File: config.mk
export PLATFORM = sky130hd
export DESIGN_NAME = jtl_tx_flat
export DESIGN_NICKNAME = d
export VERILOG_FILES = /design/src/hw/jtl_pkg.sv /design/src/hw/jtl_link_if.sv /design/src/hw/jtl_tx.sv /design/src/flat_wrapper.sv
export SDC_FILE = /design/constraint.sdc
export NUM_CORES = 1
export LEC_CHECK = 0
export ABC_AREA = 1
export BUFFER_PORTS_ARGS = -buffer_cell sky130_fd_sc_hd__buf_2
export CORE_MARGIN = 10
export CORE_UTILIZATION = 35
export CTS_BUF_LIST = sky130_fd_sc_hd__clkbuf_4
export CTS_CLUSTER_DIAMETER = 50
export DETAILED_ROUTE_END_ITERATION = 10
export GPL_TIMING_DRIVEN = 0
export PLACE_DENSITY = 0.6
export SYNTH_ARGS = -nofsm -noshare
export SYNTH_HDL_FRONTEND = slang
export SYNTH_SLANG_ARGS = --single-unit
File: constraint.sdc
create_clock -name clk_i -period 4 [get_ports clk_i]
set_clock_uncertainty 0.1 [all_clocks]
set_input_delay 0.8 -clock clk_i [delete_from_list [all_inputs] [get_ports clk_i]]
set_output_delay 0.8 -clock clk_i [all_outputs]
set_load 0.01 [all_outputs]
File: src/hw/jtl_pkg.sv
package jtl_pkg;
  // ---------------------------------------------------------------------
  // Link geometry
  // ---------------------------------------------------------------------
  localparam int          LANES_MAX     = 8;
  localparam int          LANE_CNT_W    = 4;
  localparam int          OCT_W         = 8;
  localparam int          CHAR_W        = 10;
  localparam int          BLK_W         = 66;
  localparam int          SMP_W         = 64;
  // Frames per multiframe (K) and octets per frame (F), fixed here
  localparam int          FRAME_OCTETS  = 2;
  localparam int          MF_FRAMES     = 16;
  localparam int          MF_CHARS      = FRAME_OCTETS * MF_FRAMES;
  localparam int          MF_CNT_W      = 8;
  localparam logic [7:0]  MF_LAST       = 8'(MF_CHARS - 1);
  // Blocks per extended multiblock (32 blocks per multiblock, E = 1)
  localparam logic [7:0]  EMB_LAST      = 8'h1F;
  // Index of the last initial lane alignment multiframe (span of four multiframes)
  localparam logic [1:0]  ILA_LAST_MF   = 2'h3;
  // Receiver needs this many commas before it may release sync
  localparam logic [2:0]  CGS_COMMAS    = 3'h4;
  // ---------------------------------------------------------------------
  // Control characters (8-bit data with K flag carried separately)
  // ---------------------------------------------------------------------
  localparam logic [7:0]  K_COMMA       = 8'hBC;
  localparam logic [7:0]  K_ILA_START   = 8'h1C;
  localparam logic [7:0]  K_ILA_END     = 8'h7C;
  localparam logic [7:0]  K_CFG_MARK    = 8'h9C;
  // Block sync headers
  localparam logic [1:0]  SH_DATA       = 2'h1;
  localparam logic [1:0]  SH_CTRL       = 2'h2;
  // ---------------------------------------------------------------------
  // Scrambler seeds (polynomial taps are fixed in the transmitter)
  // ---------------------------------------------------------------------
  localparam logic [14:0] SCR8_SEED     = 15'h7FFF;
  localparam logic [57:0] SCR64_SEED    = 58'h3FF_FFFF_FFFF_FFFF;

  typedef enum logic {JTL_ENC_8B10B, JTL_ENC_64B66B} jtl_enc_t;

  typedef enum {JTL_ST_IDLE, JTL_ST_CGS, JTL_ST_WAIT_MF, JTL_ST_ILA, JTL_ST_DATA} jtl_state_t;
endpackage

File: src/hw/jtl_link_if.sv
`timescale 1ns/1ps
// Link between the converter transmitter and the receiving logic
interface jtl_link_if;
  import jtl_pkg::*;
  logic [7:0]  lane_oct  [LANES_MAX];
  logic        lane_k    [LANES_MAX];
  logic [1:0]  lane_sh   [LANES_MAX];
  logic [63:0] lane_blk  [LANES_MAX];
  logic        lane_en   [LANES_MAX];
  logic        enc_mode;
  logic        sync_request_pin;
  logic        sysref;

  modport tx (output lane_oct, lane_k, lane_sh, lane_blk, lane_en, enc_mode,
              input sync_request_pin, sysref);
  modport rx (input lane_oct, lane_k, lane_sh, lane_blk, lane_en, enc_mode,
              output sync_request_pin, sysref);
endinterface

File: src/hw/jtl_tx.sv
`timescale 1ns/1ps
module jtl_tx
  import jtl_pkg::*;
(
  input  wire logic                  clk_i,
  input  wire logic                  rst_n_i,
  input  wire logic                  enc_sel_i,
  input  wire logic                  scr_en_i,
  input  wire logic                  fec_en_i,
  input  wire logic                  sync_osc_use_i,
  input  wire logic [jtl_pkg::LANE_CNT_W-1:0] lane_cnt_i,
  input  wire logic [63:0]           smp_data_i,
  input  wire logic                  sysref_i,
  output logic                       smp_ready_o,
  output logic                       osc_sync_o,
  output logic                       fec_active_o,
  output logic                       link_up_o,
  jtl_link_if.tx                     link
);
  import jtl_pkg::*;

  // -------------------------------------------------------------------
  // Input synchronisers
  // -------------------------------------------------------------------
  logic sync_m, sync_s, sync_d;
  logic sref_m, sref_s, sref_d;

  // Two synchronising flip-flops plus an edge-detect flip-flop for pins from the receiver and clock tree
  always_ff @(posedge clk_i or negedge rst_n_i) begin
    if (!rst_n_i) begin
      sync_m <= 1'b1;
      sync_s <= 1'b1;
      sync_d <= 1'b1;
      sref_m <= 1'b0;
      sref_s <= 1'b0;
      sref_d <= 1'b0;
    end else begin
      sync_m <= link.sync_request_pin;
      sync_s <= sync_m;
      sync_d <= sync_s;
      sref_m <= link.sysref;
      sref_s <= sref_m;
      sref_d <= sref_s;
    end
  end

  wire sref_rise = sref_s & ~sref_d;
  wire sync_rise = sync_s & ~sync_d;
  wire mode_64   = (enc_sel_i == JTL_ENC_64B66B);

  // pin only drives the oscillator path in block mode
  assign osc_sync_o   = mode_64 & sync_osc_use_i & sync_rise;
  // FEC only valid alongside block coding
  assign fec_active_o = mode_64 & fec_en_i;

  // -------------------------------------------------------------------
  // Local multiframe / extended multiblock counter
  // -------------------------------------------------------------------
  logic [MF_CNT_W-1:0] lmc;
  wire  [MF_CNT_W-1:0] lmc_last = mode_64 ? EMB_LAST : MF_LAST;
  wire                 lmc_edge = (lmc == lmc_last);

  // SYSREF edge forces counter to phase zero
  always_ff @(posedge clk_i or negedge rst_n_i) begin
    if (!rst_n_i)
      lmc <= '0;
    else if (sref_rise)
      lmc <= '0;
    else
      lmc <= lmc_edge ? '0 : lmc + 1'b1;
  end

  // -------------------------------------------------------------------
  // Link state machine
  // -------------------------------------------------------------------
  jtl_state_t state, next_state;
  logic [1:0]          ila_mf;
  logic                sref_seen;

  // Subclass 1: no link start before the counter is phased by SYSREF
  always_ff @(posedge clk_i or negedge rst_n_i) begin
    if (!rst_n_i)
      sref_seen <= 1'b0;
    else if (sref_rise)
      sref_seen <= 1'b1;
  end

  // Next state decode
  always_comb begin
    next_state = state;
    case (state)
      JTL_ST_IDLE: begin
        if (sref_seen)
          next_state = mode_64 ? JTL_ST_DATA : JTL_ST_CGS;
      end
      JTL_ST_CGS: begin
        // sync release arms wait for edge
        if (sync_s)
          next_state = JTL_ST_WAIT_MF;
      end
      JTL_ST_WAIT_MF: begin
        if (!sync_s)
          next_state = JTL_ST_CGS;
        else if (lmc_edge)
          next_state = JTL_ST_ILA;
      end
      JTL_ST_ILA: begin
        if (!sync_s)
          next_state = JTL_ST_CGS;
        else if (lmc_edge && ila_mf == ILA_LAST_MF)
          next_state = JTL_ST_DATA;
      end
      JTL_ST_DATA: begin
        // resync request from pin in 8B/10B
        // block mode never returns on pin
        if (!mode_64 && !sync_s)
          next_state = JTL_ST_CGS;
      end
      default: next_state = JTL_ST_IDLE;
    endcase
    if (mode_64 && state != JTL_ST_IDLE)
      next_state = JTL_ST_DATA;
  end

  // State and alignment multiframe count
  always_ff @(posedge clk_i or negedge rst_n_i) begin
    if (!rst_n_i) begin
      state  <= JTL_ST_IDLE;
      ila_mf <= '0;
    end else begin
      state  <= next_state;
      if (state != JTL_ST_ILA)
        ila_mf <= '0;
      else if (lmc_edge)
        ila_mf <= ila_mf + 1'b1;
    end
  end

  wire in_data = (state == JTL_ST_DATA);
  assign smp_ready_o = in_data;
  assign link_up_o   = in_data;

  // -------------------------------------------------------------------
  // Scramblers (self-synchronous, 1 + x^14 + x^15 and 1 + x^39 + x^58)
  // -------------------------------------------------------------------
  logic [14:0] scr8;
  logic [57:0] scr64;
  logic [7:0]  scr8_out;
  logic [63:0] scr64_out;

  // Octet and block scramble, combinational over the shift history
  always_comb begin
    logic [22:0] h8;
    logic [121:0] h64;
    h8  = {scr8, 8'h00};
    h64 = {scr64, 64'h0};
    for (int i = 7; i >= 0; i--) begin
      h8[i] = smp_data_i[i] ^ h8[i+14] ^ h8[i+15];
    end
    for (int i = 63; i >= 0; i--) begin
      h64[i] = smp_data_i[i] ^ h64[i+39] ^ h64[i+58];
    end
    scr8_out  = h8[7:0];
    scr64_out = h64[63:0];
  end

  // block mode always scrambles, octet mode by enable
  wire use_scr8 = scr_en_i & ~mode_64;

  // Scrambler history update while data flows
  always_ff @(posedge clk_i or negedge rst_n_i) begin
    if (!rst_n_i) begin
      scr8  <= SCR8_SEED;
      scr64 <= SCR64_SEED;
    end else if (in_data) begin
      scr8  <= {scr8[6:0], scr8_out};
      scr64 <= scr64_out[57:0];
    end
  end

  // -------------------------------------------------------------------
  // Lane output registers
  // -------------------------------------------------------------------
  logic [7:0]  nxt_oct;
  logic        nxt_k;
  wire  [7:0]  data_oct = use_scr8 ? scr8_out : smp_data_i[7:0];

  // commas during CGS, standard alignment characters
  always_comb begin
    nxt_oct = K_COMMA;
    nxt_k   = 1'b1;
    case (state)
      JTL_ST_ILA: begin
        // each multiframe opens /R/ and ends /A/
        if (lmc == '0)
          nxt_oct = K_ILA_START;
        else if (lmc_edge)
          nxt_oct = K_ILA_END;
        else if (ila_mf == 2'h1 && lmc == 8'h01)
          nxt_oct = K_CFG_MARK;
        else begin
          nxt_oct = lmc;
          nxt_k   = 1'b0;
        end
      end
      JTL_ST_DATA: begin
        nxt_oct = data_oct;
        nxt_k   = 1'b0;
      end
      default: begin
        nxt_oct = K_COMMA;
        nxt_k   = 1'b1;
      end
    endcase
  end

  // block coding only, plain 64B/66B headers, no CRC bits
  wire [1:0] nxt_sh = in_data ? SH_DATA : SH_CTRL;

  // one shared stream, gated per configured lane
  for (genvar g = 0; g < LANES_MAX; g++) begin : g_lane
    wire lane_on = (LANE_CNT_W'(g) < lane_cnt_i) && (state != JTL_ST_IDLE);
    always_ff @(posedge clk_i or negedge rst_n_i) begin
      if (!rst_n_i) begin
        link.lane_oct[g] <= '0;
        link.lane_k[g]   <= 1'b0;
        link.lane_sh[g]  <= '0;
        link.lane_blk[g] <= '0;
        link.lane_en[g]  <= 1'b0;
      end else begin
        link.lane_en[g]  <= lane_on;
        link.lane_oct[g] <= (lane_on && !mode_64) ? nxt_oct : 8'h00;
        link.lane_k[g]   <= lane_on && !mode_64 && nxt_k;
        link.lane_sh[g]  <= (lane_on && mode_64) ? nxt_sh : 2'h0;
        link.lane_blk[g] <= (lane_on && mode_64 && in_data) ? scr64_out : 64'h0;
      end
    end
  end

  // Coding mode reported to the receiver
  always_ff @(posedge clk_i or negedge rst_n_i) begin
    if (!rst_n_i)
      link.enc_mode <= 1'b0;
    else
      link.enc_mode <= enc_sel_i;
  end
  // no multipoint reference; pin sampled as plain level
endmodule

File: src/flat_wrapper.sv
// flat-port wrapper written by rule: the top's interface ports become plain ports
module jtl_tx_flat import jtl_pkg::*;
  (clk_i, rst_n_i, enc_sel_i, scr_en_i, fec_en_i, sync_osc_use_i, lane_cnt_i, smp_data_i, sysref_i, smp_ready_o, osc_sync_o, fec_active_o, link_up_o, link_lane_oct, link_lane_k, link_lane_sh, link_lane_blk, link_lane_en, link_enc_mode, link_sync_request_pin, link_sysref);
  jtl_link_if link_i ();
  input  wire logic clk_i;
  input  wire logic rst_n_i;
  input  wire logic enc_sel_i;
  input  wire logic scr_en_i;
  input  wire logic fec_en_i;
  input  wire logic sync_osc_use_i;
  input  wire logic [jtl_pkg::LANE_CNT_W-1:0] lane_cnt_i;
  input  wire logic [63:0] smp_data_i;
  input  wire logic sysref_i;
  output logic smp_ready_o;
  output logic osc_sync_o;
  output logic fec_active_o;
  output logic link_up_o;
  output wire logic [$bits(link_i.lane_oct)-1:0] link_lane_oct;
  output wire logic [$bits(link_i.lane_k)-1:0] link_lane_k;
  output wire logic [$bits(link_i.lane_sh)-1:0] link_lane_sh;
  output wire logic [$bits(link_i.lane_blk)-1:0] link_lane_blk;
  output wire logic [$bits(link_i.lane_en)-1:0] link_lane_en;
  output wire logic [$bits(link_i.enc_mode)-1:0] link_enc_mode;
  input wire logic [$bits(link_i.sync_request_pin)-1:0] link_sync_request_pin;
  input wire logic [$bits(link_i.sysref)-1:0] link_sysref;
  assign link_lane_oct = {>>{link_i.lane_oct}};
  assign link_lane_k = {>>{link_i.lane_k}};
  assign link_lane_sh = {>>{link_i.lane_sh}};
  assign link_lane_blk = {>>{link_i.lane_blk}};
  assign link_lane_en = {>>{link_i.lane_en}};
  assign link_enc_mode = link_i.enc_mode;
  assign link_i.sync_request_pin = link_sync_request_pin;
  assign link_i.sysref = link_sysref;
  jtl_tx u_core (.clk_i(clk_i), .rst_n_i(rst_n_i), .enc_sel_i(enc_sel_i), .scr_en_i(scr_en_i), .fec_en_i(fec_en_i), .sync_osc_use_i(sync_osc_use_i), .lane_cnt_i(lane_cnt_i), .smp_data_i(smp_data_i), .sysref_i(sysref_i), .smp_ready_o(smp_ready_o), .osc_sync_o(osc_sync_o), .fec_active_o(fec_active_o), .link_up_o(link_up_o), .link(link_i));
endmodule
Word-level counts from Yosys, hierarchy flattened
Cells that the tools add are included.
{"block": "totals", "ff_bits": 731, "in_bits": 77, "elab_cells": 330, "out_inout_bits": 613}
{"block": "op_classes", "addsub": 2, "n_reduce_logical": 51, "muxes": 48, "n_bitwise": 153, "n_eq_ne": 15, "order_cmp": 8}
{"op": "two-way mux 64 bit", "n": 8}
{"op": "two-way mux 32 bit", "n": 8}
{"op": "one-hot mux 32 bit (5 select lines)", "n": 1}
{"op": "bitwise XOR 1 bit", "n": 144}
{"op": "two-way mux 8 bit", "n": 14}
{"op": "== test 32 x 2 -> 1 bit (second input constant)", "n": 2}
{"op": "logical AND 1 bit", "n": 44}
{"op": "== test 32 x 1 -> 1 bit (second input constant)", "n": 1}
{"op": "== test 32 x 3 -> 1 bit (second input constant)", "n": 1}
{"op": "== test 32 x 4 -> 1 bit (second input constant)", "n": 1}
{"op": "zero test 32 bit", "n": 1}
{"op": "inequality test 32 x 3 -> 1 bit (second input constant)", "n": 1}
{"op": "nonzero test 32 bit", "n": 1}
{"op": "two-way mux 2 bit", "n": 11}
{"op": "less-than comparator 3 x 4 -> 1 bit (first input constant)", "n": 4}
{"op": "one-hot mux 8 bit (2 select lines)", "n": 1}
{"op": "inequality test 3 x 1 -> 1 bit (second input constant)", "n": 3}
{"op": "adder 8 x 1 -> 8 bit (second input constant)", "n": 1}
{"op": "== test 8 x 1 -> 1 bit (second input constant)", "n": 1}
{"op": "== test 8 x 5 -> 1 bit (second input constant)", "n": 1}
{"op": "zero test 8 bit", "n": 1}
{"op": "less-than comparator 1 x 4 -> 1 bit (first input constant)", "n": 2}
{"op": "less-than comparator 2 x 4 -> 1 bit (first input constant)", "n": 2}
{"op": "inequality test 4 bit (second input constant)", "n": 2}
{"op": "11 further kinds", "n": 21}

Depth between registers and ports, before layout
Gate-level depths: netlist of the first run.
{"block": "logic_depth", "ltp_word": 7, "ltp_mapped": 11}

Worst setup path before layout of the first run
OpenSTA, ideal clock, no wires.
{"block": "synth_timing", "path_type": "reg-to-output", "start": "reg u_core.state[0]", "end": "out smp_ready_o", "path_slack_ns": 1.738, "path_buffers": 4, "t_arrival_ns": 1.362, "path_stages_with_launch": 8, "cell_sequence": "dfrtp_1 > buf_4 > nor2_8 > nand2_4 > inv_4 > buf_4 > buf_2 > buf_4"}
{"block": "synth_via", "elab_chain_cells": 1}
{"item": "start, declared", "line": "jtl_tx.sv:76", "rtl": "jtl_state_t state, next_state;"}
{"item": "start signal, assigned", "line": "jtl_tx.sv:131", "rtl": "state <= next_state;"}
{"item": "== test 32 x 4 -> 1 bit", "line": "jtl_tx.sv:139", "rtl": "wire in_data = (state == JTL_ST_DATA);"}
{"item": "end, declared", "line": "flat_wrapper.sv:14", "rtl": "output logic smp_ready_o;"}
No other way between the ends.

Final worst setup path of the first run
Same ends and word-level chain as after synthesis.

==> results of run 1 <==
state kept, by name, summed over array words and instances, names as in the netlist:
| register | flops |
|---|---|
| u_core.sync_d | 1 |
| u_core.ila_mf | 2 |
| u_core.sref_m | 1 |
| u_core.lmc | 8 |
| u_core.sref_d | 1 |
| u_core.link.lane_blk | 512 |
| u_core.link.lane_oct | 64 |
| u_core.scr8 | 15 |
| u_core.link.enc_mode | 1 |
| u_core.state | 3 |
| u_core.sref_seen | 1 |
| u_core.link.lane_k | 8 |
| u_core.sync_s | 1 |
| u_core.scr64 | 58 |
| u_core.sync_m | 1 |
| u_core.link.lane_sh | 16 |
| u_core.sref_s | 1 |
| u_core.link.lane_en | 8 |
power by group:
part | switching [mW] | internal, mW
clock | 2.98 | 3.16
sequential | 0.630 | 8.88
combinational | 6.69 | 2.41
total | 10.3 | 14.4
synth_stat cells:
| cell type | number |
|---|---|
| clkbuf_1 | 21 |
| nand3_1 | 88 |
| dfrtp_1 | 626 |
| nor2_8 | 1 |
| xor2_1 | 35 |
| nand2_1 | 260 |
| nand3_2 | 8 |
| inv_4 | 1 |
| nand2_8 | 1 |
| nor2_1 | 572 |
| dfstp_2 | 76 |
| inv_2 | 7 |
| buf_2 | 45 |
| nand2_2 | 20 |
| o21ai_2 | 3 |
| nand2b_1 | 5 |
| o21ai_0 | 70 |
| nor2_4 | 1 |
| buf_12 | 2 |
| nand3_4 | 24 |
| nor3_1 | 7 |
| o21ai_1 | 5 |
| ha_1 | 5 |
| xnor2_1 | 28 |
| nor2_2 | 2 |
| a21oi_1 | 70 |
| or2_2 | 8 |
| a21oi_2 | 6 |
| nand3b_1 | 1 |
| buf_4 | 7 |
| nand4_1 | 7 |
| nand2_4 | 3 |
| buf_6 | 4 |
| a21oi_4 | 1 |
| inv_1 | 161 |
worst paths after layout:
path / end / cells after the start / slack [ns] / from
worst max-delay path: smp_ready_o / 7 / 0.46 / u_core.state[0]$_DFFE_PN0P_
worst min-delay path: u_core.scr64[3]$_DFFE_PN1P_ / 5 / 0.15 / smp_data_i[3]
worst max register to register: u_core.link.lane_blk[13]$_DFF_PN0_ / 8 / 1.44 / u_core.state[0]$_DFFE_PN0P_
worst min register to register: u_core.sref_s$_DFF_PN0_ / 0 / 0.24 / u_core.sref_m$_DFF_PN0_
max in group asynchronous: u_core.link.lane_sh[7]$_DFF_PN0_ / 4 / 1.97 / rst_n_i
min in group asynchronous: u_core.link.lane_blk[208]$_DFF_PN0_ / 2 / 0.24 / rst_n_i
area by class of cell:
| class | instances | area (sq um) | share of cell area |
|---|---|---|---|
| timing repair buffer | 702 | 3700 | 0.116 |
| sequential | 702 | 17700 | 0.555 |
| clock buffer | 262 | 1970 | 0.0618 |
| multi-input combinational | 1231 | 5890 | 0.185 |
| tap | 940 | 1180 | 0.0369 |
| antenna | 22 | 55.1 | 0.00173 |
| buffer | 78 | 437 | 0.0137 |
| clock inverter | 47 | 318 | 0.00998 |
| inverter | 169 | 637 | 0.0200 |
layer usage:
metal,share of wire,wire [um]
met2,0.49,46800
met5,0.0015,145
met4,0.029,2800
met3,0.082,7830
met1,0.39,37400
what timing repair did:
| action | CTS | global route |
|---|---|---|
| endpoints found under the hold margin | 77 | 0 |
| endpoints found under the setup margin | 0 | 1 |
| hold buffers | 8 | 0 |
worst max-delay path, stage by stage (launching register included):
cell and delay (ns):
dfrtp_1 0.36, buf_4 0.17, nor2_8 0.17, nand2_4 0.12
inv_4 0.12, buf_4 0.37, buf_4 0.18, buf_2 0.12
cell families after synthesis:
family	after synthesis	share of synthesized area
AND/OR/NAND/NOR	1008	0.181
adder cells (fa/ha/maj)	5	0.00254
flip-flops	702	0.717
buffers and inverters	248	0.0438
AO/OA/AOI/OAI	155	0.0333
XOR/XNOR	63	0.0224
stage by stage:
| stage | utilization | hold slack, ns | setup TNS [ns] | instances | instance area, sq um |
|---|---|---|---|---|---|
| 2_1_floorplan | - | 0.231 | 0 | 2181 | 24600 |
| 3_3_place_gp | 0.418 | 0.235 | -8509.50 | 3809 | 29200 |
| 3_5_place_dp | 0.421 | 0.236 | 0 | 3815 | 29400 |
| 4_1_cts | 0.455 | 0.0359 | 0 | 4132 | 31800 |
| 5_1_grt | 0.455 | 0.0765 | 0 | 4147 | 31800 |
| 6_report | 0.455 | 0.154 | 0 | 4153 | 31800 |
==> flow_summary.yaml, run 1 <==
outcome:
  run_status: "completed"
clock_tree:
  cts_inserted_buffers: 186
  tritoncts: "built"
  clk_latency_ns: 1.00
  root_buffer: "clkbuf_4"
  cts.repair.resized: 0
  clk_pin_slew_worst_paths_ns: 0.06
  cts_max_path_buffers: 3
  htree_num_levels: 4
  cts.sinks: 702
  post_cts_buffers: 0
synth:
  yosysTopAreaCell: "dfrtp_1"
  synth.cell_area_sq_mm: 0.0246
  synthTopCellsByArea: "dfrtp_1 64%, nor2_1 8.7%, dfstp_2 8.1%, nand2_1 4.0%, inv_1 2.5%"
  synth.yosys.seq_area_share: 0.717
  syn_nets: 2263
  synth_top_area_share: 0.636
  synth-seq-cells: 702
  yosys_warnings: 0
  syn_area_per_cell_sq_um: 11.3
  synth_cells: 2181
  synth_cell_type_count: 35
placed_design:
  dp_slack_ns: 1.09
  numPortBuffers: 688
  gp_congestion: 0.880
  dp_hpwl_um: 71100
finish:
  area.growth.synth_to_final_pct: 29.3
  mostFrequentLayoutCells: "731 x buf_2, 626 x dfrtp_1, 572 x nor2_1"
  fillers: 6759
  drive_above_1_share: 0.375
  final_common_cell: "buf_2"
  nets: 3152
critical_path:
  critPathRequiredTime_ns: 3.10
  critical_path_class: "reg -> out"
  crit_fanout: 20
  cp-end-kind: "output port"
  arrival_ns: 2.64
  cp-start-kind: "flip-flop"
detailed_routing:
  wire_per_inst_um: 22.9
  drt_iter0_markers: 1036
  wl_um: 95000
  vias: 18900
  drcViolationCount: 0
  via_per_inst: 4.55
  dr.pass1.iters: 5
  postRouteAntennaNets: 0
global_routing:
  grt_pass1_vias: 19553
  track_usage: 0.231
  grtUsageMet1: 0.274
  met2_usage: 0.378
  grt-ovfl-total: 0
  busiest_layer: "met2"
  grt_antenna_before_repair: 44
  grt_max_degree: 125
  grt_first_pass_wirelength_um: 136000
  met3_usage: 0.0827
pwr:
  p_leak_nw: 18.1
  ir_worst_vdd_v: 0.000448
  power_mw: 24.7
  pwr_density_cell_mw_per_mm2: 777
floorplan:
  die-area_sq_mm: 0.0814
  die_w_um: 285
  dieHeight_um: 285
  start_util: 0.352
  rows: 97
  pin_count: 690
  core_region_area_sq_mm: 0.0699
worst_hold_path:
  min_path_type: "in -> reg"
sta:
  slew-limit-headroom: 0.311
  setup_viol: 0
  rsz0062_at_grt: "false"
  timing.fmax_mhz: 283
  fin_ws_ns: 0.460
  period_share: 0.885
  finalCriticalPeriod_ns: 3.54
  final-hold-violation-count: 0
  maxSlewViolCount: 0
  worst_slew_pin_slew_ns: 1.03
flow_run:
  maxCapViolCount: 0
Note: power is estimated with default switching activity, not from simulation.
==> run 2: changes to the inputs <==
PLACE_DENSITY = 0.62   (was 0.6)
clock period = 3.1 ns   (was 4 ns; I/O delays follow)
==> run 2 against run 1 <==
Effect of this change:
- sequential power up 29%
- global-route usage down 0.34 points
- critical endpoint unchanged
- routed wire length shrank 1.6%
- largest power group unchanged
==> flow_summary.yaml, run 2 (same netlist as run 1, synthesis figures left out) <==
floorplan:
  dieHeight_um: 285
  core_region_area_sq_mm: 0.0699
  die_w_um: 285
  rows: 97
  pin_count: 690
  die-area_sq_mm: 0.0814
  start_util: 0.352
finish:
  finish.instance_area_sq_mm: 0.0322
  largest-register: "u_core.link.lane_blk"
  finish.utilization: 0.461
  area.growth.synth_to_final_pct: 30.9
  final_common_cell: "buf_2"
  largest_reg_flops: 512
  fillers: 6734
  mostFrequentLayoutCells: "731 x buf_2, 625 x dfrtp_1, 572 x nor2_1"
  nets: 3188
  top_regs: "u_core.link.lane_blk (512), u_core.link.lane_oct (64), u_core.scr64 (58)"
  drive_above_1_share: 0.370
sta:
  slew-limit-headroom: 0.339
  setup-tns-final_ns: 0
  finalCriticalPeriod_ns: 2.86
  period_share: 0.921
  setup_viol: 0
  final-hold-violation-count: 0
  rsz0062_at_grt: "false"
  timing.fmax_mhz: 350
  worst_slew_pin_slew_ns: 0.992
  fin_ws_ns: 0.244
  maxSlewViolCount: 0
critical_path:
  critPathRequiredTime_ns: 2.38
  cpMaxStageDelayCell: "dfrtp_1"
  cp-start-kind: "flip-flop"
  cp-end-kind: "output port"
  critPathTopFamily: "buffers and inverters"
  crit_fanout: 18
  crit_chain: "buf_4, nor2_8, nand2_8, clkinv_8, buf_4, buf_2"
  arrival_ns: 2.14
  slowest_delay_ns: 0.36
  crit_buf_inv: 4
  cpMostUsedCell: "buf_4"
  critical_path_class: "reg -> out"
clock_tree:
  cts_max_path_buffers: 3
  cts.sinks: 702
  root_buffer: "clkbuf_4"
  clk_pin_slew_worst_paths_ns: 0.06
  tritoncts: "built"
  cts_inserted_buffers: 183
  clk_latency_ns: 1.03
  htree_num_levels: 4
detailed_routing:
  dr.pass1.iters: 5
  via_per_inst: 4.53
  drt_iter0_markers: 890
  wire_per_inst_um: 22.3
  wl_um: 93500
  vias: 18980
  drcViolationCount: 0
  postRouteAntennaNets: 0
pwr:
  ir_worst_vdd_v: 0.000447
  p_leak_nw: 18.2
  pwr_density_cell_mw_per_mm2: 991
  power_mw: 31.9
outcome:
  run_status: "completed"
global_routing:
  grt_pass1_vias: 19834
  track_usage: 0.227
  grt_antenna_before_repair: 29
  grt_first_pass_wirelength_um: 135000
  grt-ovfl-total: 0
  grt_max_degree: 122
placed_design:
  dp_hpwl_um: 69800
  dp_slack_ns: 0.148
  place_area_sq_mm: 0.0294
  numPortBuffers: 688
  gp_congestion: 0.844
worst_hold_path:
  min_path_type: "in -> reg"
flow_run:
  maxCapViolCount: 0
## run 2: path summary, 6_finish.rpt
check,slack (ns),start,depth (start not counted),endpoint
setup / recovery,0.24,u_core.state[0]$_DFFE_PN0P_,6,smp_ready_o
hold / removal,0.11,smp_data_i[20],6,u_core.link.lane_blk[212]$_DFF_PN0_
setup reg to reg,0.26,u_core.state[0]$_DFFE_PN0P_,12,u_core.link.lane_blk[343]$_DFF_PN0_
hold reg to reg,0.25,u_core.sref_m$_DFF_PN0_,0,u_core.sref_s$_DFF_PN0_
max in group asynchronous,0.36,rst_n_i,6,u_core.link.lane_blk[182]$_DFF_PN0_
min in group asynchronous,0.58,rst_n_i,3,u_core.link.lane_blk[361]$_DFF_PN0_
## run 2: power by group
| group | total, mW | internal [mW] | switching, mW |
|---|---|---|---|
| clock | 7.83 | 3.90 | 3.93 |
| combinational | 11.8 | 3.24 | 8.59 |
| sequential | 12.3 | 11.5 | 0.815 |
| total | 31.9 | 18.6 | 13.3 |
## run 2: area by class of cell
cell class / instances / area [sq um] / area share
Antenna cell: 14 / 35.0 / 0.00109
Clock inverter: 58 / 347 / 0.0108
Inverter: 169 / 647 / 0.0201
Timing Repair Buffer: 743 / 4150 / 0.129
Sequential cell: 702 / 17700 / 0.548
Multi-Input combinational cell: 1231 / 5900 / 0.183
Tap cell: 940 / 1180 / 0.0365
Clock buffer: 253 / 1900 / 0.0589
Buffer: 76 / 425 / 0.0132
## run 2: routing by layer
| layer | routed length (um) | part of all wire | track usage | up-vias |
|---|---|---|---|---|
| li1 | - | - | - | 8691 |
| met1 | 36900 | 0.39 | 0.268 | 9403 |
| met2 | 46700 | 0.50 | 0.382 | 709 |
| met3 | 7190 | 0.077 | 0.0769 | 159 |
| met4 | 2620 | 0.028 | 0.0820 | 18 |
| met5 | 121 | 0.0013 | 0 | - |
## run 2: stage by stage
step           hold slack, ns  cells
6_report                0.106   4186
5_1_grt                0.0209   4183
4_1_cts              0.000605   4174
3_5_place_dp            0.245   3815
3_3_place_gp            0.234   3809
2_1_floorplan           0.224   2181
## run 2: repair_timing
| action | in CTS | in global routing |
|---|---|---|
| setup endpoints to repair | 2 | 2 |
| cloned | 1 | 0 |
| setup buffers | 1 | 0 |
| endpoints found under the hold margin | 331 | 0 |
| gates resized for setup | 7 | 1 |
| hold buffers | 47 | 0 |
| pin swaps | 1 | 0 |
## run 2: tightest hold or removal path, delay by kind of cell
family / cells / cell delay (ns)
xor gates and xnor gates: 1 / 0.07
buffers and inverters: 2 / 0.14
and+or+nand+nor: 3 / 0.36
==> run 3: changes to the inputs <==
ABC_AREA = 0   (was 1)
PLACE_DENSITY = 0.63   (was 0.62)
==> run 3 against run 2 <==
Effect of this change:
- synthesized cell count decreased by 13%
- largest power group unchanged
- setup slack got worse by 0.021 ns
- critical path type unchanged
- hold slack improved by 0.031 ns
- critical endpoint unchanged
- highest routed layer unchanged
- combinational power increased by 15%
- clock power increased by 2%
- sequential power increased by 11%
- register-to-register slack improved by 0.04 ns
==> flow_summary.yaml, run 3 <==
clock_tree:
  root_buffer: "clkbuf_4"
  tritoncts: "built"
  cts.sinks: 702
  clk_latency_ns: 0.99
  htree_num_levels: 4
  cts_inserted_buffers: 180
  clk_pin_slew_worst_paths_ns: 0.09
  cts_max_path_buffers: 3
floorplan:
  pin_count: 690
  die-area_sq_mm: 0.0794
  core_region_area_sq_mm: 0.0675
  start_util: 0.355
  rows: 95
  die_w_um: 282
  dieHeight_um: 282
sta:
  worst_slew_pin_slew_ns: 0.938
  rsz0062_at_grt: "false"
  setup_viol: 0
  period_share: 0.928
  final-hold-violation-count: 0
  slew-limit-headroom: 0.371
  maxSlewViolCount: 0
  finalCriticalPeriod_ns: 2.88
  timing.fmax_mhz: 348
  fin_ws_ns: 0.223
critical_path:
  crit_fanout: 12
  cp-end-kind: "output port"
  critPathRequiredTime_ns: 2.38
  slowest_delay_ns: 0.41
  cp.depth: 6
  rr_worst_depth: 7
  critPathTopFamily: "buffers and inverters"
  crit_buf_inv: 4
  cp-start-kind: "flip-flop"
  cpMaxStageDelayCell: "dfrtp_1"
  crit_chain: "buf_6, nor2_4, nand2_4, inv_8, buf_4, buf_2"
  arrival_ns: 2.16
  critical_path_class: "reg -> out"
synth:
  synth_flop_cell: "dfrtp_1"
  synth_top_area_share: 0.654
  synth_most_common_cell: "dfrtp_1"
  syn_nets: 1981
  yosys_warnings: 0
  postSynth.asyncResetShare: 1.00
  yosysTopAreaCell: "dfrtp_1"
  synth_cells: 1899
  synth.yosys.seq_area_share: 0.737
  synth.cell_area_sq_mm: 0.0240
  synth-seq-cells: 702
  synthTopCellsByArea: "dfrtp_1 65%, nor2_1 9.0%, dfstp_2 8.3%, nand2_1 3.2%, xnor2_1 3.1%"
  synth_cell_type_count: 61
  synth.top_cells.by_count: "626 x dfrtp_1, 575 x nor2_1, 202 x nand2_1, 85 x xnor2_1, 76 x dfstp_2"
  syn_area_per_cell_sq_um: 12.6
  synth_edf_count: 0
detailed_routing:
  wire_per_inst_um: 24.0
  drt_iter0_markers: 865
  wl_um: 91400
  drcViolationCount: 0
  vias: 17683
  via_per_inst: 4.63
  postRouteAntennaNets: 0
  dr.pass1.iters: 5
finish:
  drive_above_1_share: 0.400
  largest_reg_flops: 512
  largest-register: "u_core.link.lane_blk"
  nets: 2877
  area.growth.synth_to_final_pct: 30.5
  fillers: 6310
  finish.instance_area_sq_mm: 0.0313
  mostFrequentLayoutCells: "720 x buf_2, 626 x dfrtp_1, 575 x nor2_1"
  top_regs: "u_core.link.lane_blk (512), u_core.link.lane_oct (64), u_core.scr64 (58)"
  fin_cells: 3817
  final_common_cell: "buf_2"
global_routing:
  grt_pass1_vias: 19261
  grt_antenna_before_repair: 28
  grt-ovfl-total: 0
  grt_max_degree: 126
  grt_first_pass_wirelength_um: 131000
  track_usage: 0.229
outcome:
  run_status: "completed"
pwr:
  p_leak_nw: 17.4
  ir_worst_vdd_v: 0.000500
  pwr_density_cell_mw_per_mm2: 1120
placed_design:
  numPortBuffers: 686
  gp_congestion: 0.850
  dp_hpwl_um: 67600
  dp_slack_ns: -0.153
  dp.cells: 3464
  place_area_sq_mm: 0.0287
flow_run:
  maxCapViolCount: 0
worst_hold_path:
  whs_path_depth: 5
  min_path_type: "in -> reg"
==> run 3: per-stage QoR <==
stage                     utilization  hold slack (ns)  total power, mW  TNS [ns]
after floorplan                     -            0.224             20.5         0
after global placement          0.422            0.237             27.3  -8329.24
after detailed placement        0.425            0.243             27.6     -1.09
after CTS                       0.463          0.00352             35.8   -0.0413
after global routing            0.463           0.0469             37.4         0
final                           0.463            0.137             35.2         0
==> run 3: worst paths after layout <==
| check | from | end | slack, ns |
|---|---|---|---|
| worst max register to register | u_core.state[2]$_DFFE_PN0P_ | u_core.link.lane_blk[304]$_DFF_PN0_ | 0.30 |
| max in group asynchronous | rst_n_i | u_core.scr64[11]$_DFFE_PN1P_ | 0.78 |
| min in group asynchronous | rst_n_i | u_core.link.lane_blk[383]$_DFF_PN0_ | 0.20 |
| worst min-delay path | smp_data_i[29] | u_core.scr64[29]$_DFFE_PN1P_ | 0.14 |
| worst min register to register | u_core.sync_m$_DFF_PN1_ | u_core.sync_s$_DFF_PN1_ | 0.26 |
| worst max-delay path | u_core.state[1]$_DFFE_PN0P_ | smp_ready_o | 0.22 |
==> run 3: kinds of logic after synthesis <==
kind of cell,count (synthesis),share of synthesized area
muxes,5,0.00313
DFF,702,0.737
and+or+nand+nor,861,0.146
adders and majority gates,5,0.00261
AOI/OAI and AO/OA,92,0.0249
xor gates and xnor gates,139,0.0654
buffers and inverters,95,0.0209
==> run 3: final cells by class <==
cell class | count | area, sq um | share of cell area
Antenna cell | 20 | 50.0 | 0.00160
Timing Repair Buffer | 717 | 3850 | 0.123
Sequential cell | 702 | 17700 | 0.564
Clock inverter | 53 | 382 | 0.0122
Tap cell | 873 | 1090 | 0.0349
Buffer | 82 | 457 | 0.0146
Inverter | 10 | 45.0 | 0.00144
Multi-Input combinational cell | 1102 | 5820 | 0.186
Clock buffer | 258 | 1940 | 0.0619
==> run 3: layer usage <==
layer  GRT usage  part of all wire  up-vias
met5           0            0.0012        -
met4      0.0904             0.029       18
met3      0.0872             0.088      160
met2       0.378              0.49      743
met1       0.267              0.39     8930
li1            -                 -     7832
==> run 3: where the power goes <==
part | internal, mW | switching [mW] | total [mW]
clock network | 4.20 | 3.81 | 8.01
registers | 12.3 | 1.28 | 13.6
logic | 4.40 | 9.21 | 13.6
total | 20.9 | 14.3 | 35.2
==> run 3: worst reg2reg max path, cell delays in order, from the launching register on <==
cell     delay [ns]
dfrtp_1        0.36
buf_2          0.19
nor3_4         0.39
nor2_2         0.17
nand2_1        0.53
buf_2          0.48
buf_2          0.33
nor2_1         0.07
==> run 3: what timing repair did <==
item | in CTS | in global routing
hold endpoints to repair | 125 | 0
endpoints found under the setup margin | 3 | 12
hold buffers | 21 | 0
gates resized for setup | 9 | 2
pin swaps | 0 | 1
setup buffers | 1 | 3
